## config.mk

```make
export PLATFORM = sky130hd
export DESIGN_NAME = pa_port_ctrl
export DESIGN_NICKNAME = d
export VERILOG_FILES = /design/src/core/pa_pkg.sv /design/src/core/pa_quarter_div.sv /design/src/core/pa_port_ctrl.sv
export SDC_FILE = /design/constraint.sdc
export NUM_CORES = 1
export LEC_CHECK = 0
export BUFFER_PORTS_ARGS = -buffer_cell sky130_fd_sc_hd__clkbuf_2
export CAP_MARGIN = 30
export CORE_UTILIZATION = 50
export DETAILED_ROUTE_END_ITERATION = 12
export GPL_TIMING_DRIVEN = 1
export MAX_ROUTING_LAYER = met4
export PLACE_DENSITY = 0.74
export REMOVE_ABC_BUFFERS = 1
export SKIP_CTS_REPAIR_TIMING = 1
export SYNTH_ARGS = -nofsm -noshare
export SYNTH_HDL_FRONTEND = slang
export SYNTH_SLANG_ARGS = --single-unit
```

## constraint.sdc

```tcl
create_clock -name clock_in -period 2.3 [get_ports clock_in]
set_input_delay 0.575 -clock clock_in [delete_from_list [all_inputs] [get_ports clock_in]]
set_output_delay 0.575 -clock clock_in [all_outputs]
set_load 0.05 [all_outputs]
```

## src/core/pa_pkg.sv

```systemverilog
// Shared constants and types for the port A pin control block
`default_nettype none

package pa_pkg;

   // ----------------------------------------------------------------
   // Widths
   // ----------------------------------------------------------------
   localparam int PA_W = 8;
   localparam int PA_AW = 3;
   localparam int PA_CTL_W = 7;
   localparam int PA_OSC_W = 2;
   localparam int PA_DIV_W = 2;

   // ----------------------------------------------------------------
   // Register offsets
   // ----------------------------------------------------------------
   localparam logic [PA_AW-1:0] ADR_PORT = 3'h0;
   localparam logic [PA_AW-1:0] ADR_LAT = 3'h1;
   localparam logic [PA_AW-1:0] ADR_DIR = 3'h2;
   localparam logic [PA_AW-1:0] ADR_ANS = 3'h3;
   localparam logic [PA_AW-1:0] ADR_CTL = 3'h4;
   localparam logic [PA_AW-1:0] ADR_OSC = 3'h5;

   // ----------------------------------------------------------------
   // Reset values and masks
   // ----------------------------------------------------------------
   localparam logic [PA_W-1:0] LAT_RST = 8'h00;
   localparam logic [PA_W-1:0] DIR_RST = 8'hFF;
   localparam logic [PA_W-1:0] ANS_RST = 8'h2F;
   localparam logic [PA_W-1:0] ANS_MASK = 8'h2F;
   localparam logic [PA_W-1:0] DAC_PIN_MASK = 8'h04;
   localparam logic [PA_CTL_W-1:0] CTL_RST = 7'h00;
   localparam logic [PA_DIV_W-1:0] DIV_RST = 2'h0;

   // ----------------------------------------------------------------
   // Control register bit positions
   // ----------------------------------------------------------------
   localparam int CTL_DAC = 0;
   localparam int CTL_UNIT5 = 1;
   localparam int CTL_SRT = 2;
   localparam int CTL_C1 = 3;
   localparam int CTL_C2 = 4;
   localparam int CTL_SRI = 5;
   localparam int CTL_ICLK = 6;

   // ----------------------------------------------------------------
   // Pin positions
   // ----------------------------------------------------------------
   localparam int PIN_DAC = 2;
   localparam int PIN_CCP = 4;
   localparam int PIN_SS = 5;
   localparam int PIN_ICLK = 6;
   localparam int PIN_OSCI = 7;

   // ----------------------------------------------------------------
   // Oscillator mode field codes and decoded modes
   // ----------------------------------------------------------------
   localparam logic [PA_OSC_W-1:0] OSC_INT = 2'h0;
   localparam logic [PA_OSC_W-1:0] OSC_EXT = 2'h1;
   localparam logic [PA_OSC_W-1:0] OSC_RC = 2'h2;
   localparam logic [PA_OSC_W-1:0] OSC_RST = 2'h0;

   typedef enum logic [2:0] {
      PA_OSC_INT = 3'b001,
      PA_OSC_EXT = 3'b010,
      PA_OSC_RC = 3'b100
   } pa_osc_t;

endpackage

`default_nettype wire

```

## src/core/pa_quarter_div.sv

```systemverilog
// Quarter-rate clock divider for the instruction clock output
`default_nettype none

module pa_quarter_div (
   input wire logic clock_in,
   input wire logic sys_rst_in,
   output logic qclk_out
);
   import pa_pkg::*;

   typedef struct packed {
      logic [PA_DIV_W-1:0] cnt;
   } pa_div_t;

   pa_div_t s_reg;
   pa_div_t s_next;

   // Free-running count, top bit is one quarter of the input rate
   always_comb begin
      s_next = s_reg;
      s_next.cnt = s_reg.cnt + 2'h1;
   end

   // State register
   always_ff @(posedge clock_in) begin
      if (sys_rst_in) begin
         s_reg.cnt <= DIV_RST;
      end else begin
         s_reg <= s_next;
      end
   end

   assign qclk_out = s_reg.cnt[PA_DIV_W-1];

endmodule

`default_nettype wire

```

## src/core/pa_port_ctrl.sv

```systemverilog
// Port A pin control: direction, analog select, latch and output overrides
//
// Contract
// - Direction 0 drives pin from latch; analog select leaves that drive unchanged.
// - Direction 1 reads pin level; analog select disables the digital input.
// - DAC output on pin 2 kills latch drive and digital input.
// - Pin 4 is a digital input after reset, no analog select.
// - Enabled compare/PWM unit 5 drives pin 4 instead of latch.
// - SR latch true output on pin 4 beats unit 5 and latch.
// - Pin 5 digital level feeds SPI slave select when input and digital.
// - Pin 6 is digital only in internal modes without clock output.
// - RC mode puts quarter-rate instruction clock on pin 6.
// - External oscillator modes disable pin 7 output and input.
// - Reading the latch register returns latched value, not pin level.
//
// Added by the designer: the register offsets and the address-and-strobe port.
`default_nettype none

module pa_port_ctrl (
   input wire logic clock_in,
   input wire logic sys_rst_in,
   // Register port
   input wire logic [pa_pkg::PA_AW-1:0] addr_in,
   input wire logic [pa_pkg::PA_W-1:0] wr_data_in,
   input wire logic wr_in,
   input wire logic rd_in,
   output logic [pa_pkg::PA_W-1:0] rd_data_out,
   // Pins
   input wire logic [pa_pkg::PA_W-1:0] pin_in,
   output logic [pa_pkg::PA_W-1:0] pin_out,
   output logic [pa_pkg::PA_W-1:0] pin_oe_out,
   // On-chip peripheral outputs
   input wire logic capture_compare_unit_5_in,
   input wire logic sr_latch_true_out_in,
   input wire logic sr_latch_inverted_out_in,
   input wire logic comparator_one_out_in,
   input wire logic comparator_two_out_in,
   // Peripheral inputs taken from the pins
   output logic spi_slave_select_one_out,
   output logic timer_zero_ext_clock_out,
   output logic capture_compare_unit_5_out
);
   import pa_pkg::*;

   // ----------------------------------------------------------------
   // State
   // ----------------------------------------------------------------
   typedef struct packed {
      logic [PA_W-1:0] lat;
      logic [PA_W-1:0] dir;
      logic [PA_W-1:0] ans;
      logic [PA_CTL_W-1:0] ctl;
      logic [PA_OSC_W-1:0] osc;
      logic [PA_W-1:0] pout;
      logic [PA_W-1:0] poe;
      logic [PA_W-1:0] rdat;
      logic ss;
      logic t0;
      logic cap;
   } pa_state_t;

   pa_state_t s_reg;
   pa_state_t s_next;

   pa_osc_t osc_mode;
   logic qclk;
   logic osc_int;
   logic iclk_en;
   logic [PA_W-1:0] ans_eff;
   logic [PA_W-1:0] dac_mask;
   logic [PA_W-1:0] osc_mask;
   logic [PA_W-1:0] in_en;
   logic [PA_W-1:0] out_en;
   logic [PA_W-1:0] base_oe;
   logic [PA_W-1:0] din;

   // ----------------------------------------------------------------
   // Quarter-rate clock source
   // ----------------------------------------------------------------
   pa_quarter_div u_div (
      .clock_in(clock_in),
      .sys_rst_in(sys_rst_in),
      .qclk_out(qclk)
   );

   // ----------------------------------------------------------------
   // Mode decode and per-pin enables
   // ----------------------------------------------------------------

   // Oscillator field to one-hot mode, spare code acts as external
   assign osc_mode = (s_reg.osc == OSC_INT) ? PA_OSC_INT :
                     (s_reg.osc == OSC_RC) ? PA_OSC_RC : PA_OSC_EXT;
   assign osc_int = (osc_mode == PA_OSC_INT);
   assign iclk_en = s_reg.ctl[CTL_ICLK];

   // Analog select only where the pin has one
   assign ans_eff = s_reg.ans & ANS_MASK;

   // DAC output removes pin 2 from the digital paths
   assign dac_mask = s_reg.ctl[CTL_DAC] ? DAC_PIN_MASK : 8'h00;

   // Oscillator pins are digital only in internal mode
   assign osc_mask = {osc_int, osc_int & ~iclk_en, 6'h3F};

   // Digital input and latch output enables
   assign in_en = ~ans_eff & ~dac_mask & osc_mask;
   assign out_en = ~dac_mask & osc_mask;

   // Per-pin latch drive and gated digital input
   genvar gi;
   generate
      for (gi = 0; gi < PA_W; gi++) begin : g_pin
         // Analog select does not enter the output enable
         assign base_oe[gi] = ~s_reg.dir[gi] & out_en[gi];
         assign din[gi] = pin_in[gi] & in_en[gi];
      end
   endgenerate

   // ----------------------------------------------------------------
   // Next state
   // ----------------------------------------------------------------
   always_comb begin
      s_next = s_reg;
      s_next.rdat = 8'h00;

      // Register writes; port value writes land in the latch
      if (wr_in) begin
         case (addr_in)
            ADR_PORT, ADR_LAT: begin
               s_next.lat = wr_data_in;
            end
            ADR_DIR: begin
               s_next.dir = wr_data_in;
            end
            ADR_ANS: begin
               s_next.ans = wr_data_in & ANS_MASK;
            end
            ADR_CTL: begin
               s_next.ctl = wr_data_in[PA_CTL_W-1:0];
            end
            ADR_OSC: begin
               s_next.osc = wr_data_in[PA_OSC_W-1:0];
            end
            default: begin
            end
         endcase
      end

      // Register reads, data one cycle later, unmapped reads zero
      if (rd_in) begin
         case (addr_in)
            ADR_PORT: begin
               s_next.rdat = din;
            end
            ADR_LAT: begin
               s_next.rdat = s_reg.lat;
            end
            ADR_DIR: begin
               s_next.rdat = s_reg.dir;
            end
            ADR_ANS: begin
               s_next.rdat = ans_eff;
            end
            ADR_CTL: begin
               s_next.rdat = {1'b0, s_reg.ctl};
            end
            ADR_OSC: begin
               s_next.rdat = {6'h00, s_reg.osc};
            end
            default: begin
               s_next.rdat = 8'h00;
            end
         endcase
      end

      // Default pin drive from the latch
      s_next.pout = s_reg.lat;
      s_next.poe = base_oe;

      // Pin 4 overrides: SR latch, then unit 5, then comparator one
      if (!s_reg.dir[PIN_CCP]) begin
         if (s_reg.ctl[CTL_SRT]) begin
            s_next.pout[PIN_CCP] = sr_latch_true_out_in;
         end else if (s_reg.ctl[CTL_UNIT5]) begin
            s_next.pout[PIN_CCP] = capture_compare_unit_5_in;
         end else if (s_reg.ctl[CTL_C1]) begin
            s_next.pout[PIN_CCP] = comparator_one_out_in;
         end
      end

      // Pin 5 overrides: SR latch inverted, then comparator two
      if (!s_reg.dir[PIN_SS]) begin
         if (s_reg.ctl[CTL_SRI]) begin
            s_next.pout[PIN_SS] = sr_latch_inverted_out_in;
         end else if (s_reg.ctl[CTL_C2]) begin
            s_next.pout[PIN_SS] = comparator_two_out_in;
         end
      end

      // Pin 6 clock output regardless of direction
      case (osc_mode)
         PA_OSC_INT, PA_OSC_RC: begin
            if (iclk_en) begin
               s_next.poe[PIN_ICLK] = 1'b1;
               s_next.pout[PIN_ICLK] = qclk;
            end
         end
         PA_OSC_EXT: begin
            s_next.poe[PIN_ICLK] = 1'b0;
         end
         default: begin
            s_next.poe[PIN_ICLK] = 1'b0;
         end
      endcase

      // SPI slave select from pin 5, idle high otherwise
      if (s_reg.dir[PIN_SS] && !ans_eff[PIN_SS]) begin
         s_next.ss = pin_in[PIN_SS];
      end else begin
         s_next.ss = 1'b1;
      end

      // Timer and capture inputs from pin 4
      s_next.t0 = din[PIN_CCP];
      s_next.cap = din[PIN_CCP];
   end

   // ----------------------------------------------------------------
   // State register
   // ----------------------------------------------------------------
   always_ff @(posedge clock_in) begin
      if (sys_rst_in) begin
         s_reg.lat <= LAT_RST;
         s_reg.dir <= DIR_RST;
         s_reg.ans <= ANS_RST;
         s_reg.ctl <= CTL_RST;
         s_reg.osc <= OSC_RST;
         s_reg.pout <= 8'h00;
         s_reg.poe <= 8'h00;
         s_reg.rdat <= 8'h00;
         s_reg.ss <= 1'b1;
         s_reg.t0 <= 1'b0;
         s_reg.cap <= 1'b0;
      end else begin
         s_reg <= s_next;
      end
   end

   // ----------------------------------------------------------------
   // Outputs
   // ----------------------------------------------------------------
   assign rd_data_out = s_reg.rdat;
   assign pin_out = s_reg.pout;
   assign pin_oe_out = s_reg.poe;
   assign spi_slave_select_one_out = s_reg.ss;
   assign timer_zero_ext_clock_out = s_reg.t0;
   assign capture_compare_unit_5_out = s_reg.cap;
endmodule

`default_nettype wire

```

Word-level counts from Yosys, hierarchy flattened
Index checks and enable logic that the tools add are counted.

Equal/unequal tests: 8. Bitwise operators: 34. Muxes and demuxes: 14. Reduce and logical (&&, ||, !) cells: 14. $add $sub $neg: 1.

Operators by type and width (number): $pmux 8 s6 (1); $and 8x8->8 (3); $and 1x1->1 (17); $not 1->1 (12); $mux 1 (10); $reduce_and 2->1 (5); $reduce_or 2->1 (5); $eq 3x3->1 const B (3); $mux 3 (3); $not 3->8 (1); $not 6->8 (1); $eq 3x1->1 const B (2); $eq 3x2->1 const B (2); $logic_not 3->1 (1); $add 2x1->2 const B (1); $eq 2x2->1 const B (1); $logic_not 2->1 (1); $logic_and 1x1->1 (1); $logic_not 1->1 (1).

Output and inout bits: 27. Input port bits: 28. Word-level logic and storage cells: 83. Bits in registers: 58.

Logic depth before layout (Yosys ltp)
Gate-level depths: netlist (run 1).

Depth after elaboration: 8. Gate-level depth with buffers: 5. Gate-level depth less buffers: 3.

Modules after synthesis
From an unflattened synthesis (run 1), not the netlist that was laid out.

Cell total of the unflattened synthesis: 265. Area total of the unflattened synthesis: 2560.0 µm².

By module, submodules not included: pa_port_ctrl (seq. area each 1121.1 µm², instances 1, cells an instance 260, area an instance 2503.7 µm²); pa_quarter_div (seq. area each 40.0 µm², instances 1, cells an instance 5, area an instance 56.3 µm²).

Worst setup path before layout (run 1)
No wires, ideal clock.

Kind: input to register. From: input addr_in[0] in the netlist's numbering. To: register s_reg (netlist bit rd_data_out[0]). Slack: 647 ps. Required time: 2213 ps. Arrival: 1566 ps. Stages on the path: 4. Buffers on the path: 1. Library setup time: 87 ps. Path through: buf_6 -> or4b_1 -> a311o_1 -> o31ai_1.

Cells in the longest elaborated chain, start to end: 2. Elaborated cells on any way between the ends: 7. Classes of those cells: eq/ne: 5; mux: 1; reduce/logical: 1.

RTL lines: from (decl) (RTL line pa_port_ctrl.sv:23) `input wire logic [pa_pkg::PA_AW-1:0] addr_in,`; $eq 3x3->1, or another cell as far along (RTL line pa_port_ctrl.sv:151) `case (addr_in)`; $pmux 8 s6 (*) (RTL line pa_port_ctrl.sv:151); to (signal assigned) (RTL line pa_port_ctrl.sv:245) `s_reg <= s_next;`; to (decl) (RTL line pa_port_ctrl.sv:62) `pa_state_t s_reg;`.

Mark *: on every way between the ends. The rest lies on a longest branch, timed or not. A chain may end at the register's enable or synchronous reset.

Worst setup path in the final report (run 1)
From: input addr_in[1] in the netlist's numbering. To: register s_reg[45] in the netlist's numbering.

Cells in the longest elaborated chain, start to end: 2.

RTL lines: $eq 3x2->1 (RTL line pa_port_ctrl.sv:128) `case (addr_in)`; $reduce_and 2->1 (no line).

No other way between the ends.

==> impl_metrics.sql, run 1 <==
INSERT INTO impl_metrics (metric_group, metric, value, unit) VALUES
('power', 'power.static_leakage', '1.22', 'nW'),
('finish', 'fraction_of_final_layout_cells_sized_beyond_drive_strength_1', '0.271', ''),
('sta', 'timing.fmax', '624', 'MHz'),
('global_routing', 'grt_start_max_net_pins', '30', ''),
('setup_path', 'critical_path.endpoint_type', 'flop', ''),
('sta', 'setup_viol', '0', ''),
('global_routing', 'groute.usage.overall', '0.221', ''),
('detailed_routing', 'detail_route.iter0.violations', '179', ''),
('sta', 'unrepaired_setup_endpoints_after_global_routing', 'no', ''),
('cts', 'numCtsBuffers', '9', ''),
('detailed_routing', 'drt_wl_total', '5220', 'µm'),
('global_routing', 'first_global_vias', '1727', ''),
('finish', 'layoutNonFillerInstCount', '373', ''),
('logic_synthesis', 'edff_count_synth', '0', ''),
('cts', 'ctsHtreeMaxLevel', '3', ''),
('placement', 'port_buffers', '54', ''),
('finish', 'area_growth', '13.3', '%'),
('cts', 'ctsLongestPathBuffers', '2', ''),
('flow_run', 'max_cap_violations', '0', ''),
('floorplanning', 'fp-row-count', '25', ''),
('run_status', 'run_status', 'complete, no violations', ''),
('cts', 'clock_tree_from_tritoncts', 'done', ''),
('global_routing', 'grt_pass1_wl', '8390', 'µm'),
('power', 'p_per_area', '722', 'nW/µm²'),
('global_routing', 'grt_antenna_before_repair', '0', ''),
('setup_path', 'critical_path.startpoint_type', 'input port', ''),
('worst_hold_path', 'timing.hold.worst.class', 'reg -> reg', ''),
('logic_synthesis', 'synthTopCellsByArea', 'sky130_fd_sc_hd__dfxtp_1, sky130_fd_sc_hd__buf_4, sky130_fd_sc_hd__mux2i_1', ''),
('cts', 'path_clk_slew', '0.06', 'ns'),
('placement', 'gpl.final_weighted_congestion', '0.870', ''),
('detailed_routing', 'drt-vias-per-instance', '5.19', ''),
('logic_synthesis', 'yosys_warning_total', '0', ''),
('floorplanning', 'core_region', '4820', 'µm²'),
('sta', 'skew', '0.00509', 'ns'),
('placement', 'postPlaceCellArea', '2730', 'µm²'),
('setup_path', 'worst_path_max_delay_cell', 'sky130_fd_sc_hd__and4bb_2', ''),
('logic_synthesis', 'avgSynthCellArea', '9.59', 'µm²'),
('setup_path', 'setup.worst_path.class', 'in -> reg', ''),
('floorplanning', 'dieWidth', '73.4', 'µm'),
('finish', 'num-nets-final', '329', ''),
('global_routing', 'gr-total-overflow', '0', ''),
('sta', 'timing.setup.tns', '0', 'ns'),
('detailed_routing', 'antenna_left', '0', ''),
('sta', 'timing.final.max_slew_violations', '0', ''),
('power', 'vdd_ir_drop_max', '0.398', 'mV'),
('setup_path', 'timing.critical_path.fanout_max', '21', ''),
('floorplanning', 'effective_utilization_at_floorplan', '0.529', ''),
('floorplanning', 'io_count', '55', ''),
('logic_synthesis', 'synth_largest_type_area_fraction', '0.455', ''),
('detailed_routing', 'routed-via-count', '1937', ''),
('floorplanning', 'fp.dieArea', '5390', 'µm²'),
('sta', 'final_min_period_over_clock_period', '0.697', ''),
('detailed_routing', 'drt_drc_violations_left', '0', ''),
('logic_synthesis', 'synth_common_cells', 'sky130_fd_sc_hd__dfxtp_1, sky130_fd_sc_hd__nor2_1, sky130_fd_sc_hd__buf_4', ''),
('logic_synthesis', 'post_synthesis_instance_area', '2550', 'µm²'),
('sta', 'slew_headroom', '0.696', ''),
('detailed_routing', 'routedWlPerCell', '14.0', 'µm'),
('logic_synthesis', 'synth.most_common_cell', 'sky130_fd_sc_hd__dfxtp_1', ''),
('floorplanning', 'floorplan.die.height', '73.4', 'µm'),
('finish', 'largest_register_ffs', '19', ''),
('logic_synthesis', 'synth_ff_type', 'sky130_fd_sc_hd__dfxtp_1', ''),
('setup_path', 'required', '2.53', 'ns'),
('logic_synthesis', 'yosys.area.top_type', 'sky130_fd_sc_hd__dfxtp_1', ''),
('cts', 'insertion_delay', '0.34', 'ns'),
('logic_synthesis', 'yosysSeqAreaShare', '0.455', ''),
('sta', 'timing_hold_violations_final', '0', ''),
('sta', 'min_period', '1.60', 'ns'),
('cts', 'cts_root_cell', 'sky130_fd_sc_hd__clkbuf_8', ''),
('detailed_routing', 'detailedRoute.firstPassIterationCount', '4', ''),
('finish', 'n_antenna_cell', '0', ''),
('finish', 'final_cell_area', '2890', 'µm²');
-- layout by cell type, fill, tap and decap left out, types with 10 or more instances in the layout --
cell                        n
sky130_fd_sc_hd__clkbuf_8  10
sky130_fd_sc_hd__dfxtp_1   58
sky130_fd_sc_hd__inv_1     10
sky130_fd_sc_hd__clkbuf_2  54
sky130_fd_sc_hd__buf_4     11
sky130_fd_sc_hd__mux2i_1   19
sky130_fd_sc_hd__nor2_1    36
sky130_fd_sc_hd__nor2b_1   16
sky130_fd_sc_hd__a211o_1   15
-- per-layer routing --
metal / global-route usage / part of all wire
met1: 0.286 / 0.49
met2: 0.316 / 0.43
met3: 0.0617 / 0.055
met4: 0.113 / 0.027
met5: - / 0
-- kinds of logic after synthesis --
family / synth area share
buffers and inverters: 0.119
multiplexers: 0.105
AND/OR/NAND/NOR: 0.196
AO/OA/AOI/OAI: 0.120
flip-flops: 0.455
XOR/XNOR: 0.00344
-- power breakdown --
| group | internal, mW | switching [mW] | leakage (nW) | total (mW) |
|---|---|---|---|---|
| combinational | 0.0865 | 0.137 | 0.662 | 0.223 |
| sequential | 1.04 | 0.0198 | 0.472 | 1.06 |
| clock | 0.415 | 0.394 | 0.0872 | 0.810 |
| total | 1.54 | 0.551 | 1.22 | 2.09 |
-- layout make-up --
| cell class | count | area [µm²] |
|---|---|---|
| Fill cell | 467 | 1930 |
| Multi-Input combinational cell | 157 | 1090 |
| Timing Repair Buffer | 65 | 353 |
| Inverter | 10 | 37.5 |
| Sequential cell | 58 | 1160 |
| Tap cell | 67 | 83.8 |
| Clock inverter | 3 | 15.0 |
| Clock buffer | 13 | 149 |
-- metrics by stage --
step                      hold slack (ns)  power (mW)  setup WS [ns]
after floorplan                     0.394        1.20          0.204
after global placement              0.422        1.29          0.411
after detailed placement            0.422        1.30          0.365
after CTS                           0.436        2.10          0.726
after global routing                0.456        2.17          0.615
final                               0.434        2.09          0.696
-- final timing paths --
kind | from | endpoint | slack (ns) | cells past startpoint
worst min register to register | s_reg[47] | pin_oe_out[3] | 0.43 | 1
worst max-delay path | addr_in[1] | s_reg[45] | 0.70 | 4
worst max register to register | ans_eff[0] | rd_data_out[0] | 0.94 | 3
worst min-delay path | s_reg[47] | pin_oe_out[3] | 0.43 | 1
-- critical path, delay by kind of cell --
| kind | cells | cell delay, ns |
|---|---|---|
| compound gates | 1 | 0.27 |
| buf+inv | 1 | 0.31 |
| simple gates | 2 | 0.67 |
(Power assumes the default switching activity.)
==> run 2, diff against run 1 <==
- ABC_AREA: default -> 1
- clock period: 2.3 -> 1.6 ns (I/O delays scaled with it)
==> run 2 against run 1 <==
Compared with the run above: non-clock buffer count down 2; die area down 1.5%; critical path depth fell by 3; final area rose by 0.56%; worst hold slack worse by 0.17 ns; count of clock-buffer cells in the layout is 1 higher; area after synthesis down 1.5%; clock power up 67%; critical endpoint is now capture_compare_unit_5_out; largest cell class unchanged; highest routed layer unchanged.
==> impl_metrics.sql, run 2 <==
INSERT INTO impl_metrics (metric_group, metric, value, unit) VALUES
('power', 'vdd_ir_drop_max', '0.571', 'mV'),
('sta', 'min_period', '1.33', 'ns'),
('detailed_routing', 'detail_route.iter0.violations', '170', ''),
('global_routing', 'gr-total-overflow', '0', ''),
('sta', 'setup_viol', '0', ''),
('flow_run', 'max_cap_violations', '0', ''),
('sta', 'holdWs', '0.260', 'ns'),
('floorplanning', 'floorplan.die.height', '72.9', 'µm'),
('power', 'p_per_area', '1120', 'nW/µm²'),
('setup_path', 'worst_path_max_delay_cell', 'sky130_fd_sc_hd__dfxtp_1', ''),
('global_routing', 'first_global_vias', '1994', ''),
('cts', 'clock_tree_from_tritoncts', 'done', ''),
('detailed_routing', 'detailedRoute.firstPassIterationCount', '4', ''),
('setup_path', 'setup.worst_path.class', 'reg -> out', ''),
('detailed_routing', 'drt_drc_violations_left', '0', ''),
('finish', 'area_growth', '15.7', '%'),
('finish', 'mostFrequentLayoutCell', 'sky130_fd_sc_hd__dfxtp_1', ''),
('setup_path', 'register_to_register_path_depth', '5', ''),
('cts', 'cts_root_cell', 'sky130_fd_sc_hd__clkbuf_8', ''),
('logic_synthesis', 'synthTopCellsByArea', 'sky130_fd_sc_hd__dfxtp_1, sky130_fd_sc_hd__nand2_1, sky130_fd_sc_hd__buf_4', ''),
('logic_synthesis', 'yosys_warning_total', '0', ''),
('global_routing', 'groute.usage.overall', '0.247', ''),
('detailed_routing', 'routedWlPerCell', '13.2', 'µm'),
('logic_synthesis', 'synth.most_common_cell', 'sky130_fd_sc_hd__dfxtp_1', ''),
('worst_hold_path', 'timing.hold.worst.class', 'in -> reg', ''),
('cts', 'ctsLongestPathBuffers', '2', ''),
('logic_synthesis', 'synth_ff_type', 'sky130_fd_sc_hd__dfxtp_1', ''),
('logic_synthesis', 'flip_flop_and_latch_count_after_synthesis', '58', ''),
('floorplanning', 'io_count', '55', ''),
('detailed_routing', 'drt-vias-per-instance', '5.03', ''),
('setup_path', 'cp_data_arrival_time', '0.93', 'ns'),
('floorplanning', 'fp.dieArea', '5310', 'µm²'),
('detailed_routing', 'routed-via-count', '2210', ''),
('sta', 'timing_hold_violations_final', '0', ''),
('floorplanning', 'effective_utilization_at_floorplan', '0.525', ''),
('floorplanning', 'fp-row-count', '25', ''),
('setup_path', 'required', '1.20', 'ns'),
('floorplanning', 'core_region', '4790', 'µm²'),
('logic_synthesis', 'synthCells', '330', ''),
('placement', 'postPlaceCellArea', '2710', 'µm²'),
('detailed_routing', 'antenna_left', '0', ''),
('sta', 'timing.setup.tns', '0', 'ns'),
('logic_synthesis', 'synth_common_cells', 'sky130_fd_sc_hd__dfxtp_1, sky130_fd_sc_hd__nand2_1, sky130_fd_sc_hd__nor2_1', ''),
('logic_synthesis', 'synth_largest_type_area_fraction', '0.462', ''),
('cts', 'numCtsBuffers', '9', ''),
('placement', 'gpl.final_weighted_congestion', '0.927', ''),
('cts', 'numClockSinks', '58', ''),
('logic_synthesis', 'yosysSeqAreaShare', '0.462', ''),
('logic_synthesis', 'yosys.area.top_type', 'sky130_fd_sc_hd__dfxtp_1', ''),
('setup_path', 'crit_path_max_incr_delay', '0.32', 'ns'),
('sta', 'timing.fmax', '750', 'MHz'),
('sta', 'final_min_period_over_clock_period', '0.833', ''),
('cts', 'insertion_delay', '0.34', 'ns'),
('finish', 'largest_register_ffs', '19', ''),
('global_routing', 'grt_pass1_wl', '9270', 'µm'),
('finish', 'layout.cells.most_common_list', 'sky130_fd_sc_hd__dfxtp_1, sky130_fd_sc_hd__nand2_1, sky130_fd_sc_hd__clkbuf_2', ''),
('sta', 'skew', '0.00535', 'ns'),
('placement', 'port_buffers', '54', ''),
('setup_path', 'crit_buf_inv', '1', ''),
('logic_synthesis', 'avgSynthCellArea', '7.61', 'µm²'),
('setup_path', 'critical_path.startpoint_type', 'flop', ''),
('logic_synthesis', 'synthArstFlopShare', '0', ''),
('worst_hold_path', 'hold_path_depth', '3', ''),
('cts', 'path_clk_slew', '0.06', 'ns'),
('finish', 'n_antenna_cell', '0', ''),
('global_routing', 'grt_start_max_net_pins', '25', ''),
('run_status', 'run_status', 'complete, no violations', ''),
('finish', 'num-fill-cells', '445', ''),
('finish', 'fraction_of_final_layout_cells_sized_beyond_drive_strength_1', '0.253', ''),
('logic_synthesis', 'edff_count_synth', '0', ''),
('sta', 'worstMarginPinSlew', '0.373', 'ns'),
('detailed_routing', 'drt_wl_total', '5810', 'µm'),
('finish', 'num-nets-final', '395', ''),
('sta', 'slew_headroom', '0.751', ''),
('floorplanning', 'dieWidth', '72.9', 'µm'),
('setup_path', 'crit_family', 'flip-flops', ''),
('setup_path', 'cp.depth', '1', ''),
('finish', 'layoutNonFillerInstCount', '439', ''),
('sta', 'timing.final.max_slew_violations', '0', ''),
('power', 'power.static_leakage', '1.36', 'nW'),
('global_routing', 'grt_antenna_before_repair', '0', ''),
('cts', 'ctsHtreeMaxLevel', '3', ''),
('logic_synthesis', 'post_synthesis_instance_area', '2510', 'µm²'),
('finish', 'final_cell_area', '2910', 'µm²'),
('placement', 'post_dp_hpwl', '4010', 'µm'),
('setup_path', 'path_cells', 'clkbuf_2', ''),
('logic_synthesis', 'synth.distinct_cells', '26', ''),
('setup_path', 'critical_path.endpoint_type', 'output port', ''),
('sta', 'unrepaired_setup_endpoints_after_global_routing', 'no', ''),
('placement', 'place_inst', '423', ''),
('setup_path', 'timing.critical_path.fanout_max', '2', '');
==> run 2: cell count changes after synthesis, sizes merged, moves of 9 or more <==
cell / previous run / this run
a211o: 15 / 0
a21oi: 6 / 24
inv: 10 / 27
mux2i: 19 / 0
nand2: 6 / 61
nand3: 4 / 37
nand4: 0 / 9
nor2: 36 / 46
nor2b: 16 / 0
o21ai: 4 / 18
==> run 2: power by group <==
group,switching (mW),internal (mW)
Combinational,0.248,0.113
Sequential,0.0305,1.50
Clock,0.551,0.803
Total,0.830,2.41
==> run 2: final cells by class <==
cell class	instances	area [µm²]	area share
Multi-Input combinational cell	206	990	0.341
Clock buffer	14	163	0.0560
Sequential cell	58	1160	0.399
Timing Repair Buffer	63	363	0.125
Clock inverter	2	35.0	0.0121
Inverter	29	111	0.0383
Tap cell	67	83.8	0.0288
==> run 2: kinds of logic (layout without fill, tap and decap cells) <==
family / count (synthesis) / count (layout) / share of synthesized area
DFF: 58 / 58 / 0.462
and+or+nand+nor: 158 / 158 / 0.292
AOI/OAI and AO/OA: 47 / 47 / 0.0987
xor gates and xnor gates: 1 / 1 / 0.00349
buffers and inverters: 66 / 108 / 0.144
==> run 2: tightest hold or removal path, stage by stage <==
cell,delay [ns]
sky130_fd_sc_hd__clkbuf_2,0.09
sky130_fd_sc_hd__inv_1,0.04
sky130_fd_sc_hd__nor2_1,0.03
==> run 2: per-stage QoR <==
stage	total power [mW]	utilization	worst slack [ns]
2_1_floorplan	1.76	-	0.291
3_3_place_gp	1.91	0.566	0.0775
3_5_place_dp	1.92	0.566	0.0556
4_1_cts	3.26	0.607	0.256
5_1_grt	3.34	0.607	0.230
6_report	3.24	0.607	0.267
==> run 2: worst paths after layout <==
check | startpoint | slack (ns) | endpoint
worst max register to register | s_reg[27] | 0.62 | pin_oe_out[6]
worst max-delay path | capture_compare_unit_5_out | 0.27 | capture_compare_unit_5_out
worst min register to register | s_reg[45] | 0.41 | pin_oe_out[1]
worst min-delay path | pin_in[4] | 0.26 | capture_compare_unit_5_out
==> run 2: routing by layer <==
metal | up-vias | track usage | share of wire
met2 | 73 | 0.398 | 0.46
met5 | - | - | 0
li1 | 1129 | - | -
met3 | 15 | 0.0511 | 0.067
met4 | 0 | 0.126 | 0.024
met1 | 993 | 0.292 | 0.45
==> run 3, diff against run 2 <==
- clock period: 1.6 -> 1.25 ns (I/O delays scaled with it)
==> run 3 against run 2 <==
Compared with the run above: worst hold slack worse by 0.079 ns; setup slack worse by 0.24 ns; register-to-register slack worse by 0.40 ns; critical path type unchanged; largest power group unchanged; critical path depth unchanged; largest cell class unchanged; sequential cell count unchanged; via count up 3.5%; routed wire length up 1.7%; die area unchanged; first-iteration DRC count down 15%; global-route usage up 0.63 points; sequential power up 28%; critical endpoint is now pin_out[0].
==> impl_metrics.sql, run 3 (same netlist as run 2, synthesis figures left out) <==
INSERT INTO impl_metrics (metric_group, metric, value, unit) VALUES
('run_status', 'run_status', 'complete, no violations', ''),
('finish', 'mostFrequentLayoutCell', 'sky130_fd_sc_hd__dfxtp_1', ''),
('setup_path', 'crit_buf_inv', '1', ''),
('cts', 'insertion_delay', '0.34', 'ns'),
('floorplanning', 'dieWidth', '72.9', 'µm'),
('cts', 'ctsLongestPathBuffers', '2', ''),
('sta', 'unrepaired_setup_endpoints_after_global_routing', 'no', ''),
('finish', 'fraction_of_final_layout_cells_sized_beyond_drive_strength_1', '0.287', ''),
('cts', 'numClockSinks', '58', ''),
('finish', 'n_antenna_cell', '0', ''),
('sta', 'worstMarginPinSlew', '0.355', 'ns'),
('setup_path', 'critical_path.endpoint_type', 'output port', ''),
('sta', 'setup_viol', '0', ''),
('finish', 'num-nets-final', '411', ''),
('floorplanning', 'fp.dieArea', '5310', 'µm²'),
('detailed_routing', 'drt-vias-per-instance', '5.04', ''),
('cts', 'path_clk_slew', '0.06', 'ns'),
('sta', 'timing.setup.tns', '0', 'ns'),
('detailed_routing', 'routedWlPerCell', '13.0', 'µm'),
('setup_path', 'path_cells', 'clkbuf_2', ''),
('global_routing', 'first_global_vias', '2085', ''),
('finish', 'final_cell_area', '3000', 'µm²'),
('floorplanning', 'effective_utilization_at_floorplan', '0.525', ''),
('setup_path', 'timing.critical_path.fanout_max', '1', ''),
('sta', 'timing_hold_violations_final', '0', ''),
('worst_hold_path', 'hold_path_depth', '3', ''),
('global_routing', 'grt_pass1_wl', '9590', 'µm'),
('global_routing', 'gr-total-overflow', '0', ''),
('sta', 'timing.final.max_slew_violations', '0', ''),
('global_routing', 'groute.usage.overall', '0.253', ''),
('cts', 'clock_tree_from_tritoncts', 'done', ''),
('global_routing', 'grt_antenna_before_repair', '0', ''),
('detailed_routing', 'antenna_left', '0', ''),
('worst_hold_path', 'timing.hold.worst.class', 'in -> reg', ''),
('setup_path', 'register_to_register_path_depth', '5', ''),
('placement', 'gpl.final_weighted_congestion', '0.935', ''),
('cts', 'ctsHtreeMaxLevel', '3', ''),
('setup_path', 'timing.rr.start', 's_reg[27]', ''),
('cts', 'cts_root_cell', 'sky130_fd_sc_hd__clkbuf_8', ''),
('floorplanning', 'fp-row-count', '25', ''),
('detailed_routing', 'detailedRoute.firstPassIterationCount', '4', ''),
('power', 'p_per_area', '1320', 'nW/µm²'),
('sta', 'final_min_period_over_clock_period', '0.979', ''),
('finish', 'utilization', '0.627', ''),
('setup_path', 'regToRegEndpoint', 'pin_oe_out[6]', ''),
('finish', 'largest_register_ffs', '19', ''),
('cts', 'numCtsBuffers', '9', ''),
('floorplanning', 'io_count', '55', ''),
('finish', 'num-fill-cells', '431', ''),
('setup_path', 'required', '0.94', 'ns'),
('worst_hold_path', 'worstHoldEndpoint', 'capture_compare_unit_5_out', ''),
('setup_path', 'worst_path_max_delay_cell', 'sky130_fd_sc_hd__dfxtp_1', ''),
('detailed_routing', 'detail_route.iter0.violations', '144', ''),
('setup_path', 'crit_family', 'flip-flops', ''),
('finish', 'layout.cells.most_common_list', 'sky130_fd_sc_hd__dfxtp_1, sky130_fd_sc_hd__nand2_1, sky130_fd_sc_hd__nor2_1', ''),
('sta', 'holdWs', '0.181', 'ns'),
('flow_run', 'max_cap_violations', '0', ''),
('detailed_routing', 'routed-via-count', '2288', ''),
('placement', 'post_dp_hpwl', '4310', 'µm'),
('sta', 'min_period', '1.22', 'ns'),
('setup_path', 'cp_data_arrival_time', '0.91', 'ns'),
('placement', 'postPlaceCellArea', '2820', 'µm²'),
('setup_path', 'setup.worst_path.class', 'reg -> out', ''),
('sta', 'skew', '0.00464', 'ns'),
('placement', 'port_buffers', '54', ''),
('floorplanning', 'core_region', '4790', 'µm²'),
('sta', 'slew_headroom', '0.763', ''),
('detailed_routing', 'drt_drc_violations_left', '0', ''),
('finish', 'area_growth', '19.4', '%'),
('detailed_routing', 'drt_wl_total', '5910', 'µm'),
('sta', 'timing.fmax', '817', 'MHz'),
('setup_path', 'r2r_slack', '0.22', 'ns'),
('worst_hold_path', 'hold_path_startpoint', 'pin_in[4]', ''),
('setup_path', 'critical_path.startpoint_type', 'flop', ''),
('global_routing', 'grt_start_max_net_pins', '25', ''),
('power', 'power.static_leakage', '1.44', 'nW'),
('floorplanning', 'floorplan.die.height', '72.9', 'µm'),
('setup_path', 'crit_path_max_incr_delay', '0.31', 'ns'),
('power', 'vdd_ir_drop_max', '1.04', 'mV');
==> run 3: changes by cell type in the layout (fill, tap and decap cells not counted) <==
| cell | previous run | this run |
|---|---|---|
| sky130_fd_sc_hd__clkbuf_2 | 54 | 34 |
| sky130_fd_sc_hd__clkbuf_1 | 3 | 1 |
| sky130_fd_sc_hd__buf_12 | 2 | 1 |
| sky130_fd_sc_hd__bufinv_16 | 1 | 0 |
| sky130_fd_sc_hd__clkinv_2 | 1 | 3 |
| sky130_fd_sc_hd__clkbuf_4 | 0 | 5 |
| sky130_fd_sc_hd__buf_4 | 7 | 24 |
| sky130_fd_sc_hd__buf_2 | 0 | 15 |
==> run 3: power breakdown <==
| part | leakage (nW) | internal (mW) | switching, mW | total, mW |
|---|---|---|---|---|
| combinational | 0.871 | 0.174 | 0.322 | 0.496 |
| sequential | 0.472 | 1.92 | 0.0408 | 1.96 |
| clock | 0.0920 | 0.805 | 0.692 | 1.50 |
==> run 3: worst max-delay path by stage <==
stage                                     from                          to  slack, ns  cells past startpoint
finish                              pin_out[0]                  pin_out[0]       0.03                      1
global placement                    addr_in[1]              rd_data_out[7]      -0.06                      9
global route                    rd_data_out[3]              rd_data_out[3]      0.002                      1
CTS                 capture_compare_unit_5_out    timer_zero_ext_clock_out     -0.008                      1
floorplan           capture_compare_unit_5_out  capture_compare_unit_5_out       0.03                      0
detailed placement                  addr_in[1]                  s_next[22]      -0.05                      7
==> run 3: tightest hold or removal path, stage by stage <==
cell and delay (ns):
sky130_fd_sc_hd__clkbuf_2 0.09, sky130_fd_sc_hd__inv_1 0.04, sky130_fd_sc_hd__nor2_1 0.03
==> run 3: per-layer routing <==
metal  track usage  vias up  wire length (µm)
li1              -     1155                 -
met1         0.309     1051              2660
met2         0.399       74              2780
met3        0.0552        8               398
met4         0.118        0                76
met5             -        -                 0
==> run 3: metrics by stage <==
| stage | total power [mW] | setup slack (ns) | std cells |
|---|---|---|---|
| CTS | 3.97 | -0.00759 | 454 |
| global placement | 2.48 | -0.0616 | 439 |
| finish | 3.95 | 0.0262 | 454 |
| detailed placement | 2.49 | -0.0481 | 439 |
| global route | 4.11 | 0.00170 | 454 |
| floorplan | 2.25 | 0.0285 | 293 |
==> run 3: layout make-up <==
type | count | area, µm² | share of cell area
repair buffers | 79 | 483 | 0.161
well taps | 67 | 83.8 | 0.0280
clock inverters | 3 | 15.0 | 0.00501
multi-input cells | 206 | 990 | 0.330
clock buffers | 12 | 155 | 0.0517
inverters | 29 | 111 | 0.0371
flip-flops and latches | 58 | 1160 | 0.387
